## config.mk

```make
export PLATFORM = sky130hd
export DESIGN_NAME = rcs_cpl_framer
export DESIGN_NICKNAME = d
export VERILOG_FILES = /design/src/rcs_pkg.sv /design/src/rcs_beat_if.sv /design/src/rcs_cpl_framer.sv /design/src/rcs_lane_slot.sv /design/src/rcs_edge_be.sv
export SDC_FILE = /design/constraint.sdc
export NUM_CORES = 2
export LEC_CHECK = 0
export BUFFER_PORTS_ARGS = -buffer_cell sky130_fd_sc_hd__buf_2
export CAP_MARGIN = 25
export CORE_ASPECT_RATIO = 0.5
export CORE_MARGIN = 3
export CORE_UTILIZATION = 40
export CTS_BUF_LIST = sky130_fd_sc_hd__clkbuf_4 sky130_fd_sc_hd__clkbuf_8
export CTS_CLUSTER_SIZE = 10
export DETAILED_ROUTE_END_ITERATION = 8
export GPL_TIMING_DRIVEN = 0
export MAX_ROUTING_LAYER = met4
export SETUP_SLACK_MARGIN = 0.2
export SYNTH_ARGS = -nofsm -noshare
export SYNTH_HDL_FRONTEND = slang
export SYNTH_SLANG_ARGS = --single-unit
export TNS_END_PERCENT = 30
```

## constraint.sdc

```tcl
create_clock -name mclk -period 76.3 [get_ports mclk]
set_clock_uncertainty 0.05 [all_clocks]
set_input_delay 15.26 -clock mclk [delete_from_list [all_inputs] [get_ports mclk]]
set_output_delay 15.26 -clock mclk [all_outputs]
set_load 0.05 [all_outputs]
```

## src/rcs_pkg.sv

```systemverilog
// Shared constants and types of the requester completion stream framer
package rcs_pkg;
	localparam int DW_W = 32;
	localparam int DESC_DWS = 3;
	localparam int VI_W = 12;
	localparam int SB_W = 43;
	localparam int SB_SOF0 = 32;
	localparam int SB_SOF1 = 33;
	localparam int SB_EOF0 = 34;
	localparam int SB_EOF1 = 38;
	localparam int SB_DISC = 42;
	localparam int D_LA_DW_LO = 2;
	localparam int D_LA_DW_W = 5;
	localparam int D_BC_LO = 16;
	localparam int D_BC_W = 13;
	localparam int D_DONE = 30;
	localparam int D_DWC_LO = 32;
	localparam int D_DWC_W = 11;
	localparam logic [7:0] REG_CTRL = 8'h00;
	localparam logic [7:0] REG_STAT = 8'h04;
	localparam logic [31:0] CTRL_RST = 32'h00000000;
	localparam logic [31:0] CTRL_MASK = 32'h00000003;
	localparam int CTRL_ALIGN = 0;
	localparam int CTRL_EN = 1;
	localparam int ST_BUSY = 0;
	localparam int ST_STALL = 1;
	localparam int ST_LADW_LO = 8;
	localparam int ST_CNT_LO = 16;
	typedef enum logic [0:0] {S_IDLE, S_FRAME} rcs_state_type;
endpackage

```

## src/rcs_beat_if.sv

```systemverilog
// Beat build context passed from the framer to its lane slots
`timescale 1ns/1ns
interface rcs_beat_if #(parameter int N = 8);
	logic load;
	logic [rcs_pkg::VI_W-1:0] base;
	logic [rcs_pkg::VI_W-1:0] pay_start;
	logic [rcs_pkg::VI_W-1:0] pkt_end;
	logic [2:0] rot;
	logic [rcs_pkg::DESC_DWS*rcs_pkg::DW_W-1:0] desc;
	logic [N*rcs_pkg::DW_W-1:0] cur;
	logic [N*rcs_pkg::DW_W-1:0] carry;
	logic [3:0] be_first;
	logic [3:0] be_last;
	logic zero_be;
	modport src (output load, base, pay_start, pkt_end, rot, desc, cur, carry,
		be_first, be_last, zero_be);
	modport lane (input load, base, pay_start, pkt_end, rot, desc, cur, carry,
		be_first, be_last, zero_be);
endinterface

```

## src/rcs_cpl_framer.sv

```systemverilog
// Requester completion stream framer with its AHB-Lite control registers
//
// The implementer's own choices: the placing of the registers and the AHB-Lite interface to the registers.
`timescale 1ns/1ns
////////////////////////////////////////////////////////////////////////////////
// What this block does
// - Stream width is 64, 128 or 256 bits, beats shaped to it.
// - No-data completion: one beat at 128/256, two beats at 64.
// - Valid stays high on every beat of a packet unless the payload source runs dry.
// - A stalled beat keeps data and sideband until ready returns.
// - One keep bit per Dword, contiguous, zeros only in last beat.
// - Keep also covers null Dwords between descriptor and payload.
// - Last is high in the final beat of each packet only.
// - First start flag marks the beat carrying the descriptor start.
// - Dword-aligned: three descriptor Dwords then payload, one packet.
// - Payload over two Dwords is one contiguous byte run.
// - Per-byte enables mark payload bytes only, never descriptor or null.
// - Enables contiguous except for payloads of two Dwords or less.
// - Zero-length read: one payload Dword with all enables low.
// - Address-aligned: payload starts in the beat after the descriptor.
// - Address-aligned: first payload byte may sit on any lane.
// - Address-aligned: first payload Dword lane set by request offset.
// - Start Dword address sits in lower address bits 6 down to 2.
// - Address-aligned mode never straddles; packets follow one another.
// - Abort flag in the last beat means the whole packet is discarded.
// - Request-completed bit 30 set in the last completion of a request.
module rcs_cpl_framer #(
	parameter int DATA_W = 256
) (
	input wire logic mclk,
	input wire logic rst,
	input wire logic hsel,
	input wire logic [31:0] haddr,
	input wire logic [1:0] htrans,
	input wire logic hwrite,
	input wire logic [2:0] hsize,
	input wire logic [31:0] hwdata,
	input wire logic hready,
	output logic hreadyout,
	output logic [31:0] hrdata,
	output logic hresp,
	input wire logic cpl_desc_valid,
	output logic cpl_desc_ready,
	input wire logic [95:0] cpl_desc,
	input wire logic [3:0] cpl_first_be,
	input wire logic [3:0] cpl_last_be,
	input wire logic [2:0] cpl_addr_offset,
	input wire logic cpl_req_done,
	input wire logic cpl_zero_len,
	input wire logic cpl_abort,
	input wire logic cpl_pay_valid,
	output logic cpl_pay_ready,
	input wire logic [DATA_W-1:0] cpl_pay_data,
	output logic cpl_stream_valid,
	input wire logic cpl_stream_ready,
	output logic [DATA_W-1:0] cpl_stream_payload,
	output logic [DATA_W/32-1:0] cpl_stream_keep,
	output logic cpl_stream_last,
	output logic [rcs_pkg::SB_W-1:0] cpl_stream_sideband
);
	localparam int N = DATA_W / 32;
	localparam int LOG2N = $clog2(N);
	// Descriptor rounded up to whole beats; the payload of aligned mode starts after it
	localparam int HDR_DWS = ((rcs_pkg::DESC_DWS + N - 1) / N) * N;
	localparam int VW = rcs_pkg::VI_W;

	if (DATA_W != 64 && DATA_W != 128 && DATA_W != 256)
	begin : g_width_check
		$error("Stream width must be 64, 128 or 256 bits");
	end

	////////////////////////////////////////////////////////////////////////////
	// Declarations

	rcs_pkg::rcs_state_type state_q;
	rcs_pkg::rcs_state_type state_d;
	logic [31:0] ctrl_q;
	logic desc_ready_q;
	logic desc_take;
	logic [10:0] in_dwc;
	logic has_pay;
	logic [VW-1:0] in_p;
	logic [VW-1:0] in_t;
	logic [VW-1:0] in_nin;
	logic [3:0] e_first;
	logic [3:0] e_last;
	logic [95:0] desc_q;
	logic [VW-1:0] p_q;
	logic [VW-1:0] t_q;
	logic [VW-1:0] nin_q;
	logic [2:0] rot_q;
	logic [3:0] fbe_q;
	logic [3:0] lbe_q;
	logic zero_q;
	logic abort_q;
	logic pay_q;
	logic [VW-1:0] base_q;
	logic [VW-1:0] popcnt_q;
	logic need_cur;
	logic out_free;
	logic build;
	logic pop;
	logic is_last;
	logic [DATA_W-1:0] a_q;
	logic [DATA_W-1:0] a_d;
	logic [DATA_W-1:0] b_q;
	logic [DATA_W-1:0] b_d;
	logic [DATA_W-1:0] carry_q;
	logic a_v_q;
	logic a_v_d;
	logic b_v_q;
	logic b_v_d;
	logic a_stay;
	logic push;
	logic pay_ready_q;
	logic valid_q;
	logic last_q;
	logic sof_q;
	logic disc_q;
	logic [4*N-1:0] be_lanes;
	logic ahb_take;
	logic sel_ctrl;
	logic sel_stat;
	logic wr_pend_q;
	logic [31:0] ctrl_view;
	logic [31:0] stat_word;
	logic [31:0] rd_word;
	logic [31:0] hrdata_q;
	logic hreadyout_q;
	logic hresp_q;
	logic stall_q;
	logic [4:0] ladw_q;
	logic [15:0] pkt_cnt_q;

	rcs_beat_if #(.N(N)) bi ();

	////////////////////////////////////////////////////////////////////////////
	// Descriptor intake

	assign desc_take = cpl_desc_valid && desc_ready_q;
	assign in_dwc = cpl_desc[rcs_pkg::D_DWC_LO +: rcs_pkg::D_DWC_W];
	assign has_pay = in_dwc != 11'h000;
	// Aligned mode pads to the next beat, then to the requested lane
	assign in_p = (ctrl_q[rcs_pkg::CTRL_ALIGN] && has_pay) ?
		VW'(HDR_DWS) + VW'(cpl_addr_offset & 3'(N - 1)) :
		VW'(rcs_pkg::DESC_DWS);
	assign in_t = in_p + VW'(in_dwc);
	assign in_nin = VW'((in_dwc + 11'(N - 1)) >> LOG2N);

	rcs_edge_be u_edge (
		.la(cpl_desc[1:0]),
		.bc(cpl_desc[rcs_pkg::D_BC_LO +: rcs_pkg::D_BC_W]),
		.dwc(in_dwc),
		.fbe(cpl_first_be),
		.lbe(cpl_last_be),
		.first_be(e_first),
		.last_be(e_last)
	);

	always_ff @(posedge mclk)
	begin
		if (desc_take)
		begin
			desc_q <= {cpl_desc[95:rcs_pkg::D_DONE+1], cpl_req_done,
				cpl_desc[rcs_pkg::D_DONE-1:0]};
			p_q <= in_p;
			t_q <= in_t;
			nin_q <= in_nin;
			rot_q <= 3'(in_p) & 3'(N - 1);
			fbe_q <= e_first;
			lbe_q <= e_last;
			zero_q <= cpl_zero_len;
			abort_q <= cpl_abort;
			pay_q <= has_pay;
		end
	end

	////////////////////////////////////////////////////////////////////////////
	// Packet sequencing

	always_comb
	begin
		state_d = state_q;
		case (state_q)
			rcs_pkg::S_IDLE:
				if (desc_take)
					state_d = rcs_pkg::S_FRAME;
			rcs_pkg::S_FRAME:
				if (build && is_last)
					state_d = rcs_pkg::S_IDLE;
			default:
				state_d = rcs_pkg::S_IDLE;
		endcase
	end

	always_ff @(posedge mclk)
	begin
		if (rst)
		begin
			state_q <= rcs_pkg::S_IDLE;
			desc_ready_q <= 1'b0;
		end
		else
		begin
			state_q <= state_d;
			// Next packet only after the previous last beat is built
			desc_ready_q <= (state_d == rcs_pkg::S_IDLE) && ctrl_q[rcs_pkg::CTRL_EN];
		end
	end

	// A beat from the first payload beat on needs the current input beat while payload input remains
	assign need_cur = (popcnt_q < nin_q) && (base_q >= p_q - VW'(rot_q));
	assign out_free = (base_q == '0) ? !valid_q : (!valid_q || cpl_stream_ready);
	assign build = (state_q == rcs_pkg::S_FRAME) && out_free && (!need_cur || a_v_q);
	assign pop = build && need_cur;
	assign is_last = base_q + VW'(N) >= t_q;

	always_ff @(posedge mclk)
	begin
		if (rst || desc_take)
		begin
			base_q <= '0;
			popcnt_q <= '0;
		end
		else if (build)
		begin
			base_q <= base_q + VW'(N);
			popcnt_q <= popcnt_q + VW'(pop);
		end
	end

	////////////////////////////////////////////////////////////////////////////
	// Payload intake: two beats deep so that ready can come from a flop

	assign push = cpl_pay_valid && pay_ready_q;
	assign a_stay = a_v_q && !pop;

	always_comb
	begin
		a_d = a_q;
		b_d = b_q;
		a_v_d = a_v_q;
		b_v_d = b_v_q;
		if (!a_stay)
		begin
			a_d = b_v_q ? b_q : cpl_pay_data;
			a_v_d = b_v_q || push;
			b_d = cpl_pay_data;
			b_v_d = b_v_q && push;
		end
		else if (push)
		begin
			b_d = cpl_pay_data;
			b_v_d = 1'b1;
		end
	end

	always_ff @(posedge mclk)
	begin
		a_q <= a_d;
		b_q <= b_d;
		if (pop)
			carry_q <= a_q;
	end

	always_ff @(posedge mclk)
	begin
		if (rst)
		begin
			a_v_q <= 1'b0;
			b_v_q <= 1'b0;
			pay_ready_q <= 1'b0;
		end
		else
		begin
			a_v_q <= a_v_d;
			b_v_q <= b_v_d;
			pay_ready_q <= !b_v_d;
		end
	end

	////////////////////////////////////////////////////////////////////////////
	// Beat assembly

	assign bi.load = build;
	assign bi.base = base_q;
	assign bi.pay_start = p_q;
	assign bi.pkt_end = t_q;
	assign bi.rot = rot_q;
	assign bi.desc = desc_q;
	assign bi.cur = a_q;
	assign bi.carry = carry_q;
	assign bi.be_first = fbe_q;
	assign bi.be_last = lbe_q;
	assign bi.zero_be = zero_q || !pay_q;

	for (genvar j = 0; j < N; j++)
	begin : g_lane
		rcs_lane_slot #(.J(j), .N(N)) u_slot (
			.mclk(mclk),
			.rst(rst),
			.bi(bi),
			.dw_q(cpl_stream_payload[32*j +: 32]),
			.keep_q(cpl_stream_keep[j]),
			.be_q(be_lanes[4*j +: 4])
		);
	end

	// Valid falls only between packets or if the payload source runs dry
	always_ff @(posedge mclk)
	begin
		if (rst)
		begin
			valid_q <= 1'b0;
			last_q <= 1'b0;
			sof_q <= 1'b0;
			disc_q <= 1'b0;
		end
		else if (build)
		begin
			valid_q <= 1'b1;
			last_q <= is_last;
			sof_q <= base_q == '0;
			disc_q <= is_last && abort_q && pay_q;
		end
		else if (cpl_stream_ready)
		begin
			valid_q <= 1'b0;
		end
	end

	assign cpl_stream_valid = valid_q;
	assign cpl_stream_last = last_q;
	assign cpl_stream_sideband[31:0] = 32'(be_lanes);
	assign cpl_stream_sideband[rcs_pkg::SB_SOF0] = sof_q;
	// Straddle is not built: these fields always read zero
	assign cpl_stream_sideband[rcs_pkg::SB_SOF1] = 1'b0;
	assign cpl_stream_sideband[rcs_pkg::SB_EOF0 +: 4] = 4'h0;
	assign cpl_stream_sideband[rcs_pkg::SB_EOF1 +: 4] = 4'h0;
	assign cpl_stream_sideband[rcs_pkg::SB_DISC] = disc_q;
	assign cpl_desc_ready = desc_ready_q;
	assign cpl_pay_ready = pay_ready_q;

	////////////////////////////////////////////////////////////////////////////
	// Status capture

	always_ff @(posedge mclk)
	begin
		if (rst)
		begin
			stall_q <= 1'b0;
			ladw_q <= 5'h00;
			pkt_cnt_q <= 16'h0000;
		end
		else
		begin
			stall_q <= valid_q && !cpl_stream_ready;
			if (desc_take)
				ladw_q <= cpl_desc[rcs_pkg::D_LA_DW_LO +: rcs_pkg::D_LA_DW_W];
			if (valid_q && cpl_stream_ready && last_q)
				pkt_cnt_q <= pkt_cnt_q + 16'h0001;
		end
	end

	////////////////////////////////////////////////////////////////////////////
	// AHB-Lite slave, zero wait states; upper address bits are not decoded

	assign ahb_take = hsel && htrans[1] && hready;
	assign sel_ctrl = haddr[7:0] == rcs_pkg::REG_CTRL;
	assign sel_stat = haddr[7:0] == rcs_pkg::REG_STAT;
	// A read right behind a write to the control word sees the new value
	assign ctrl_view = wr_pend_q ? (hwdata & rcs_pkg::CTRL_MASK) : ctrl_q;
	assign stat_word = {pkt_cnt_q, 3'h0, ladw_q, 6'h00, stall_q,
		state_q == rcs_pkg::S_FRAME};
	assign rd_word = sel_ctrl ? ctrl_view : (sel_stat ? stat_word : 32'h00000000);

	always_ff @(posedge mclk)
	begin
		if (rst)
		begin
			wr_pend_q <= 1'b0;
			hrdata_q <= 32'h00000000;
			hreadyout_q <= 1'b1;
			hresp_q <= 1'b0;
		end
		else
		begin
			wr_pend_q <= ahb_take && hwrite && sel_ctrl;
			if (ahb_take && !hwrite)
				hrdata_q <= rd_word;
		end
	end

	// Mode is only looked at when a descriptor is taken; enable gates descriptor ready every cycle
	always_ff @(posedge mclk)
	begin
		if (rst)
			ctrl_q <= rcs_pkg::CTRL_RST;
		else if (wr_pend_q)
			ctrl_q <= hwdata & rcs_pkg::CTRL_MASK;
	end

	assign hreadyout = hreadyout_q;
	assign hrdata = hrdata_q;
	assign hresp = hresp_q;
endmodule

```

## src/rcs_lane_slot.sv

```systemverilog
// One Dword lane of the outgoing beat: content select and output register
`timescale 1ns/1ns
module rcs_lane_slot #(
	parameter int J = 0,
	parameter int N = 8
) (
	input wire logic mclk,
	input wire logic rst,
	rcs_beat_if.lane bi,
	output logic [rcs_pkg::DW_W-1:0] dw_q,
	output logic keep_q,
	output logic [3:0] be_q
);
	logic [rcs_pkg::VI_W-1:0] v;
	logic in_desc;
	logic in_pkt;
	logic in_pay;
	logic from_cur;
	logic [2:0] sel;
	logic [31:0] desc_dw;
	logic [31:0] pay_dw;
	logic [31:0] dw_d;
	logic [3:0] be_d;

	// Virtual Dword index of this lane within the packet
	assign v = bi.base + rcs_pkg::VI_W'(J);
	assign in_desc = v < rcs_pkg::VI_W'(rcs_pkg::DESC_DWS);
	assign in_pkt = v < bi.pkt_end;
	assign in_pay = in_pkt && (v >= bi.pay_start);
	// Lanes below the rotation come from the previous input beat
	assign from_cur = 3'(J) >= bi.rot;
	assign sel = 3'(J) - bi.rot + (from_cur ? 3'h0 : 3'(N));
	assign desc_dw = v[1] ? bi.desc[95:64] : (v[0] ? bi.desc[63:32] : bi.desc[31:0]);
	assign pay_dw = from_cur ? bi.cur[32*sel +: 32] : bi.carry[32*sel +: 32];
	assign dw_d = in_desc ? desc_dw : (in_pay ? pay_dw : 32'h00000000);
	assign be_d = (!in_pay || bi.zero_be) ? 4'h0 :
		(v == bi.pay_start) ? bi.be_first :
		(v == bi.pkt_end - rcs_pkg::VI_W'(1)) ? bi.be_last : 4'hF;

	always_ff @(posedge mclk)
	begin
		if (rst)
		begin
			dw_q <= 32'h00000000;
			keep_q <= 1'b0;
			be_q <= 4'h0;
		end
		else if (bi.load)
		begin
			dw_q <= dw_d;
			keep_q <= in_pkt;
			be_q <= be_d;
		end
	end
endmodule

```

## src/rcs_edge_be.sv

```systemverilog
// Byte enables of the first and last payload Dword of a completion
`timescale 1ns/1ns
module rcs_edge_be (
	input wire logic [1:0] la,
	input wire logic [12:0] bc,
	input wire logic [10:0] dwc,
	input wire logic [3:0] fbe,
	input wire logic [3:0] lbe,
	output logic [3:0] first_be,
	output logic [3:0] last_be
);
	logic wide;
	logic [13:0] span;
	logic [1:0] end_b;

	assign wide = dwc > 11'h002;
	assign span = {12'h000, la} + {1'b0, bc};
	assign end_b = 2'(span - 14'h0001);
	// Long payloads are one byte run bounded by lower address and byte count
	assign first_be = wide ? (4'hF << la) : fbe;
	assign last_be = !wide ? lbe :
		(span >= {1'b0, dwc, 2'b00}) ? 4'hF : (4'hF >> (2'h3 - end_b));
endmodule

```

Word level (Yosys, flattened, before mapping) --
Cells that the tools add are included.
Word-level totals: output and inout port bits 345, logic and storage cells 298, input bits 443, flip-flop bits (word level) 1327
Cells by class: reduce and logical (&&, ||, !) cells 61, shift operators 18, mux-type cells 82, bitwise gates (word level) 2, equal/unequal tests 18, add/subtract/negate cells 26, $lt $le $gt $ge 37
Operators with widths (number):
- 256-bit by 9-bit variable part select with 32-bit output | 16
- 32-bit two-way mux | 43
- 256-bit two-way mux | 3
- 12-bit == test | 16
- 12-bit >= comparator | 10
- 4-bit two-way mux | 27
- 12-bit < comparator | 8
- 12-bit by 2-bit < comparator with 1-bit output, second input constant | 8
- 12-bit by 3-bit adder with 12-bit output, second input constant | 4
- 1-bit logical AND | 29
- 12-bit by 2-bit adder with 12-bit output, second input constant | 2
- 16-bit by 1-bit adder with 16-bit output, second input constant | 1
- 1-bit logical NOT | 15
- 2-bit by 13-bit adder with 14-bit output | 1
- 14-bit by 13-bit >= comparator with 1-bit output | 1
- 1-bit logical OR | 13
- 11-bit by 3-bit adder with 12-bit output, second input constant | 1
- 12-bit by 1-bit adder with 12-bit output | 1
- 12-bit by 1-bit adder with 12-bit output, second input constant | 1
- 12-bit by 4-bit adder with 12-bit output, second input constant | 1
- 5-bit by 11-bit adder with 12-bit output | 1
- 3-bit >= comparator, first input constant | 4
- 12-bit logical NOT | 1
- 12-bit by 9-bit < comparator with 1-bit output | 1
- 22 further kinds | 36

Depth between registers and ports, before layout --
word-level depth 11, depth in mapped cells 21, gate-level depth less buffers 15

Hierarchy --
Synthesis repeated with hierarchy kept, for this count alone.
Unflattened totals: cells, all modules 8949, area, all modules 93781.2 µm²
Modules (own cells, without submodules):
- rcs_cpl_framer | times used 1, sequential area each 29368.2 µm², area each 35601.6 µm², cells an instance 1864
- rcs_lane_slot (g_lane[0].u_slot) | times used 1, sequential area each 740.7 µm², area each 8742.1 µm², cells an instance 1204
- rcs_lane_slot (g_lane[2].u_slot) | times used 1, sequential area each 740.7 µm², area each 8548.2 µm², cells an instance 1303
- rcs_lane_slot (g_lane[5].u_slot) | times used 1, sequential area each 740.7 µm², area each 8025.2 µm², cells an instance 906
- rcs_lane_slot (g_lane[4].u_slot) | times used 1, sequential area each 740.7 µm², area each 7642.3 µm², cells an instance 925
- rcs_lane_slot (g_lane[1].u_slot) | times used 1, sequential area each 740.7 µm², area each 7089.3 µm², cells an instance 570
- rcs_lane_slot (g_lane[6].u_slot) | times used 1, sequential area each 740.7 µm², area each 6333.6 µm², cells an instance 893
- rcs_lane_slot (g_lane[7].u_slot) | times used 1, sequential area each 740.7 µm², area each 5591.6 µm², cells an instance 628
- rcs_lane_slot (g_lane[3].u_slot) | times used 1, sequential area each 740.7 µm², area each 5506.5 µm², cells an instance 559
- rcs_edge_be | times used 1, sequential area each 0.0 µm², area each 700.7 µm², cells an instance 97

Worst setup path after synthesis --
No wires, ideal clock.
path kind input -> register, from in cpl_stream_ready, to reg popcnt_q[3], data required time 76122 ps, buffers on the path 0, library setup time 128 ps, path slack 30626 ps, stages on the path 8, arrival time 45496 ps, cells stage by stage nand2b_1 > nand3_1 > nor4b_1 > ha_1 > nand3_1 > or3b_2 > xor2_1 > nor2_1
On the way: longest elaborated chain between the ends 6
RTL lines:
- start: declaration | line rcs_cpl_framer.sv:55 | input wire logic cpl_stream_ready,
- 1-bit logical OR | line rcs_cpl_framer.sv:213 | assign out_free = (base_q == '0) ? !valid_q : (!valid_q || cpl_stream_ready);
- 1-bit two-way mux | line rcs_cpl_framer.sv:213
- 1-bit logical AND (2 in series) | line rcs_cpl_framer.sv:214 | assign build = (state_q == rcs_pkg::S_FRAME) && out_free && (!need_cur || a_v_q);
- 1-bit logical AND | line rcs_cpl_framer.sv:215 | assign pop = build && need_cur;
- net pop | line rcs_cpl_framer.sv:102 | logic pop;
- 12-bit by 1-bit adder with 12-bit output | line rcs_cpl_framer.sv:228 | popcnt_q <= popcnt_q + VW'(pop);
- end signal: assignment | line rcs_cpl_framer.sv:228
- end: declaration | line rcs_cpl_framer.sv:98 | logic [VW-1:0] popcnt_q;
The timed path passes the listed nets, and every way through them passes these cells. A chain may end at the register's enable or synchronous reset.

Final worst setup path --
from in cpl_stream_ready, to reg carry_q[39] (netlist: bi.carry[39]), enable pin
On the way: longest elaborated chain between the ends 5
RTL lines:
- 1-bit logical OR | line rcs_cpl_framer.sv:213
- 1-bit two-way mux | line rcs_cpl_framer.sv:213
- 1-bit logical AND (2 in series) | line rcs_cpl_framer.sv:214
- 1-bit logical AND | line rcs_cpl_framer.sv:215
- net pop | line rcs_cpl_framer.sv:102
- end signal: assignment | line rcs_cpl_framer.sv:263 | carry_q <= a_q;
- end: declaration | line rcs_cpl_framer.sv:108 | logic [DATA_W-1:0] carry_q;
The timed path passes the listed nets, and every way through them passes these cells.

==> qor.log <==
[outcome] result of the run finished clean
[cts] Post-CTS Repair Setup Buffers 0
[cells_and_area] layout net count 7714
[cts] Max Root-Sink Buffers 4
[cells_and_area] share of cells above drive strength 1 33.33%
[synth] sequential fraction of the synthesis area 45.94%
[cts] CTS H-tree depth 4
[place] final weighted congestion of routability-driven global placement 1.118
[floorplan] FP Rows 113
[cells_and_area] Final Instance Count excl. Fillers 10110
[setup_path] Worst path max stage delay 0.64 ns
[setup_path] termination of the worst setup path bi.carry[39]
[floorplan] floorplan die width 625.8 um
[setup_path] startpoint of the lowest-slack register-to-register path bi.rot[0]
[setup_path] maximum fanout along the worst path 9
[setup_path] end of the worst register-to-register path g_lane[4].u_slot.dw_q[24]
[detailed_routing] per-cell via count in the routed design 6.889
[setup_path] kind of cell adding the most delay to the critical path buffers and inverters
[timing] Fin Setup TNS 0 ns
[global_routing] largest net degree at the start of global routing 114
[place] count of port buffers added during placement 715
[timing] unrepaired setup endpoints after global routing false
[power] worst supply voltage drop on vdd 0.01519 mV
[setup_path] Slowest-stage cell, CP sky130_fd_sc_hd__nor4b_2
[synth] yosys warns 0
[cts] # resized after CTS 0
[flow_run] max-cap violation count 0
[synth] Netlist cell types 77
[cts] clock slew at reported path FFs 0.07 ns
[cts] total number of clock tree sinks 1313
[setup_path] launching element of the worst setup path cpl_stream_ready
[min_path] Hold WC Path Type register to register
[cells_and_area] leading cell type in the layout, fill and taps excluded sky130_fd_sc_hd__mux2i_1
[floorplan] I/O Pins 788
[detailed_routing] Initial DRT Pass Iterations 7
[timing] minimum clock period after layout 18.86 ns
[floorplan] effective utilization at floorplan 40.37%
[detailed_routing] final wirelength 452.0 mm
[detailed_routing] WL/cell 44.70 um
[cts] clock latency at the later pin of the worst-skew pair 1.04 ns
[synth] synthesized area 76830 um^2
[timing] final setup violating endpoints 0
[cts] number of buffers inserted during clock tree synthesis 202
[timing] Fmax 53.01 MHz
[place] half-perimeter wire length of the detailed placement result 347.7 mm
[cells_and_area] area added between synthesis and finish 20.69%
[synth] number of enable flip-flop cells after synthesis 900
[cells_and_area] highest-count cells in the layout ignoring fill and taps sky130_fd_sc_hd__mux2i_1, sky130_fd_sc_hd__edfxtp_1, sky130_fd_sc_hd__buf_2
[cells_and_area] Final Instance Area 92720 um^2
[timing] share of the clock period used by the worst path 24.72%
[global_routing] global-route usage over all layers 45.83%
[setup_path] CP endpoint kind register
[synth] post-synthesis average cell area 12.80 um^2
[floorplan] core region area 190300 um^2
[detailed_routing] detailed-route via count 69660
[global_routing] total global routing overflow 0
[setup_path] critical path, cell by cell buf_2, nand2b_1, nand3_1, nor4b_2, buf_4, buf_4, buf_6, buf_4, buf_4, buf_4, buf_4, buf_4, buf_4, buf_4, buf_4, buf_4, buf_4, buf_4
[timing] Final Worst Setup Slack 57.44 ns
[timing] number of pins with negative max-slew slack in the final report 0
[cells_and_area] core occupancy in the finished layout 48.72%
[global_routing] via count of the first global-routing pass 64800
[min_path] HP Start ctrl_q[22]
[detailed_routing] Initial DRC Count 12000
[power] power after layout 1.619 mW
[synth] flip-flop and latch count after synthesis 1313
[setup_path] length in cells of the worst reg-to-reg path 20
[timing] WHS 0.3923 ns
[global_routing] global-route wire length before repair 590.0 mm
[timing] transition at the pin with the smallest max-transition slack 1.317 ns
[setup_path] start-to-end type of the worst setup path input pin to register
[detailed_routing] number of nets still failing antenna checks after routing 0
[synth] flip-flop cell with the highest count after synthesis sky130_fd_sc_hd__edfxtp_1
[floorplan] die height 315.9 um
[detailed_routing] Remaining DRCs 0
[setup_path] cell repeated most along the worst path sky130_fd_sc_hd__buf_4
[synth] asr flop ratio synth 0%
[synth] number of instances in the synthesized netlist 6004
[setup_path] endpoint arrival time on the critical path 19.45 ns
[setup_path] buffers plus inverters on the worst setup path 15
[setup_path] slack of the worst reg-to-reg path 65.21 ns
[place] total instance count after detailed placement 9509
[global_routing] number of antenna violations at the first check in global routing 70
[cts] clock tree from TritonCTS built
[cts] Hold-fix buffers, CTS 0
[setup_path] Worst EP required 76.89 ns
[setup_path] Startpoint Class input pin
[power] power density cells 17.46 nW/um^2
[place] worst slack after detailed placement 56.69 ns
[place] Placed Instance Area 87540 um^2
[timing] worst slew slack as a fraction of its limit 11.65%
[setup_path] cell count along the critical path 18
[power] leakage component of the power 33.56 nW
[floorplan] full die area 197700 um^2
[timing] Fin. Hold Viols 0
[cts] clock root cell sky130_fd_sc_hd__clkbuf_8
[synth_stat cells (47+ instances only)]
| cell type | n | area, um^2 |
|---|---|---|
| sky130_fd_sc_hd__mux2i_1 | 913 | 9139 |
| sky130_fd_sc_hd__buf_2 | 111 | 555.5 |
| sky130_fd_sc_hd__and3_1 | 57 | 356.6 |
| sky130_fd_sc_hd__inv_1 | 53 | 198.9 |
| sky130_fd_sc_hd__o21ai_0 | 51 | 255.2 |
| sky130_fd_sc_hd__nor2b_1 | 47 | 294.0 |
| sky130_fd_sc_hd__a211oi_1 | 115 | 863.3 |
| sky130_fd_sc_hd__mux4_2 | 611 | 13760 |
| sky130_fd_sc_hd__mux2_2 | 264 | 2973 |
| sky130_fd_sc_hd__nand2_1 | 710 | 2665 |
| sky130_fd_sc_hd__nand3_1 | 91 | 455.4 |
| sky130_fd_sc_hd__edfxtp_1 | 900 | 27030 |
| sky130_fd_sc_hd__nor2_1 | 236 | 885.9 |
| sky130_fd_sc_hd__buf_1 | 72 | 270.3 |
| sky130_fd_sc_hd__ha_1 | 64 | 800.8 |
| sky130_fd_sc_hd__a21oi_1 | 213 | 1066 |
| sky130_fd_sc_hd__a32o_1 | 73 | 730.7 |
| sky130_fd_sc_hd__nor4_1 | 50 | 312.8 |
| sky130_fd_sc_hd__nor3_1 | 110 | 550.5 |
| sky130_fd_sc_hd__clkbuf_1 | 330 | 1239 |
| sky130_fd_sc_hd__dfxtp_1 | 413 | 8268 |
[per-layer routing]
metal  wire length (um)  share of wire (%)  track usage, %  vias to the layer above
met5                  0                  0               -                        -
met4              29360                6.5           23.96                        0
met3              74620                 17           25.60                     1496
met2             178500                 39           59.59                     6172
met1             169600                 38           55.90                    35770
li1                   -                  -               -                    26220
[report_power, final]
group | total (mW) | switching [mW] | leakage [nW] | internal (mW)
Combinational | 0.107 | 0.0554 | 19.1 | 0.0513
Sequential | 0.840 | 0.0481 | 12.1 | 0.791
Clock | 0.673 | 0.319 | 2.33 | 0.354
[final cells by class]
class,count,area (um^2)
Antenna cell,214,535.5
Fill cell,17180,97580
Inverter,54,217.7
Sequential cell,1313,35290
Buffer,541,2357
Multi-Input combinational cell,4105,39210
Tap cell,2530,3166
Clock buffer,303,3726
Clock inverter,64,660.6
Timing Repair Buffer,988,7556
[worst min-delay path, cell delays in order (launching register included)]
cell,delay [ns]
sky130_fd_sc_hd__dfxtp_1,0.30
sky130_fd_sc_hd__nand2_1,0.07
sky130_fd_sc_hd__nor2_1,0.04
[kinds of logic after synthesis]
kind of cell    after synthesis  share of synthesized area (%)
mux                        1788                          33.67
simple gates               1418                          8.299
flops                      1313                          45.94
compound gates              750                          6.915
buf+inv                     595                          3.249
xor+xnor                     71                         0.8094
fa+ha+maj                    67                          1.107
other cells                   2                       0.009775
[worst min path at each step]
stage | slack (ns) | cells after the start | end
6_report | 0.39 | 2 | ctrl_q[22]
4_1_cts | 0.39 | 2 | ctrl_q[16]
3_3_place_gp | 0.38 | 2 | ctrl_q[17]
5_1_grt | 0.41 | 2 | ctrl_q[24]
3_5_place_dp | 0.38 | 2 | ctrl_q[19]
2_1_floorplan | 0.37 | 2 | ctrl_q[10]
[state kept, by name (all words and copies together) (netlist names), 8 cells and up]
| register | flops |
|---|---|
| pkt_cnt_q | 16 |
| g_lane.u_slot.keep_q | 8 |
| bi.desc | 96 |
| bi.carry | 256 |
| a_q | 256 |
| b_q | 256 |
| g_lane.u_slot.be_q | 32 |
| ctrl_q | 32 |
| popcnt_q | 12 |
| g_lane.u_slot.dw_q | 256 |
| base_q | 9 |
| bi.pkt_end | 12 |
| nin_q | 9 |
| hrdata | 32 |
Power figures use the tool's default switching activity.
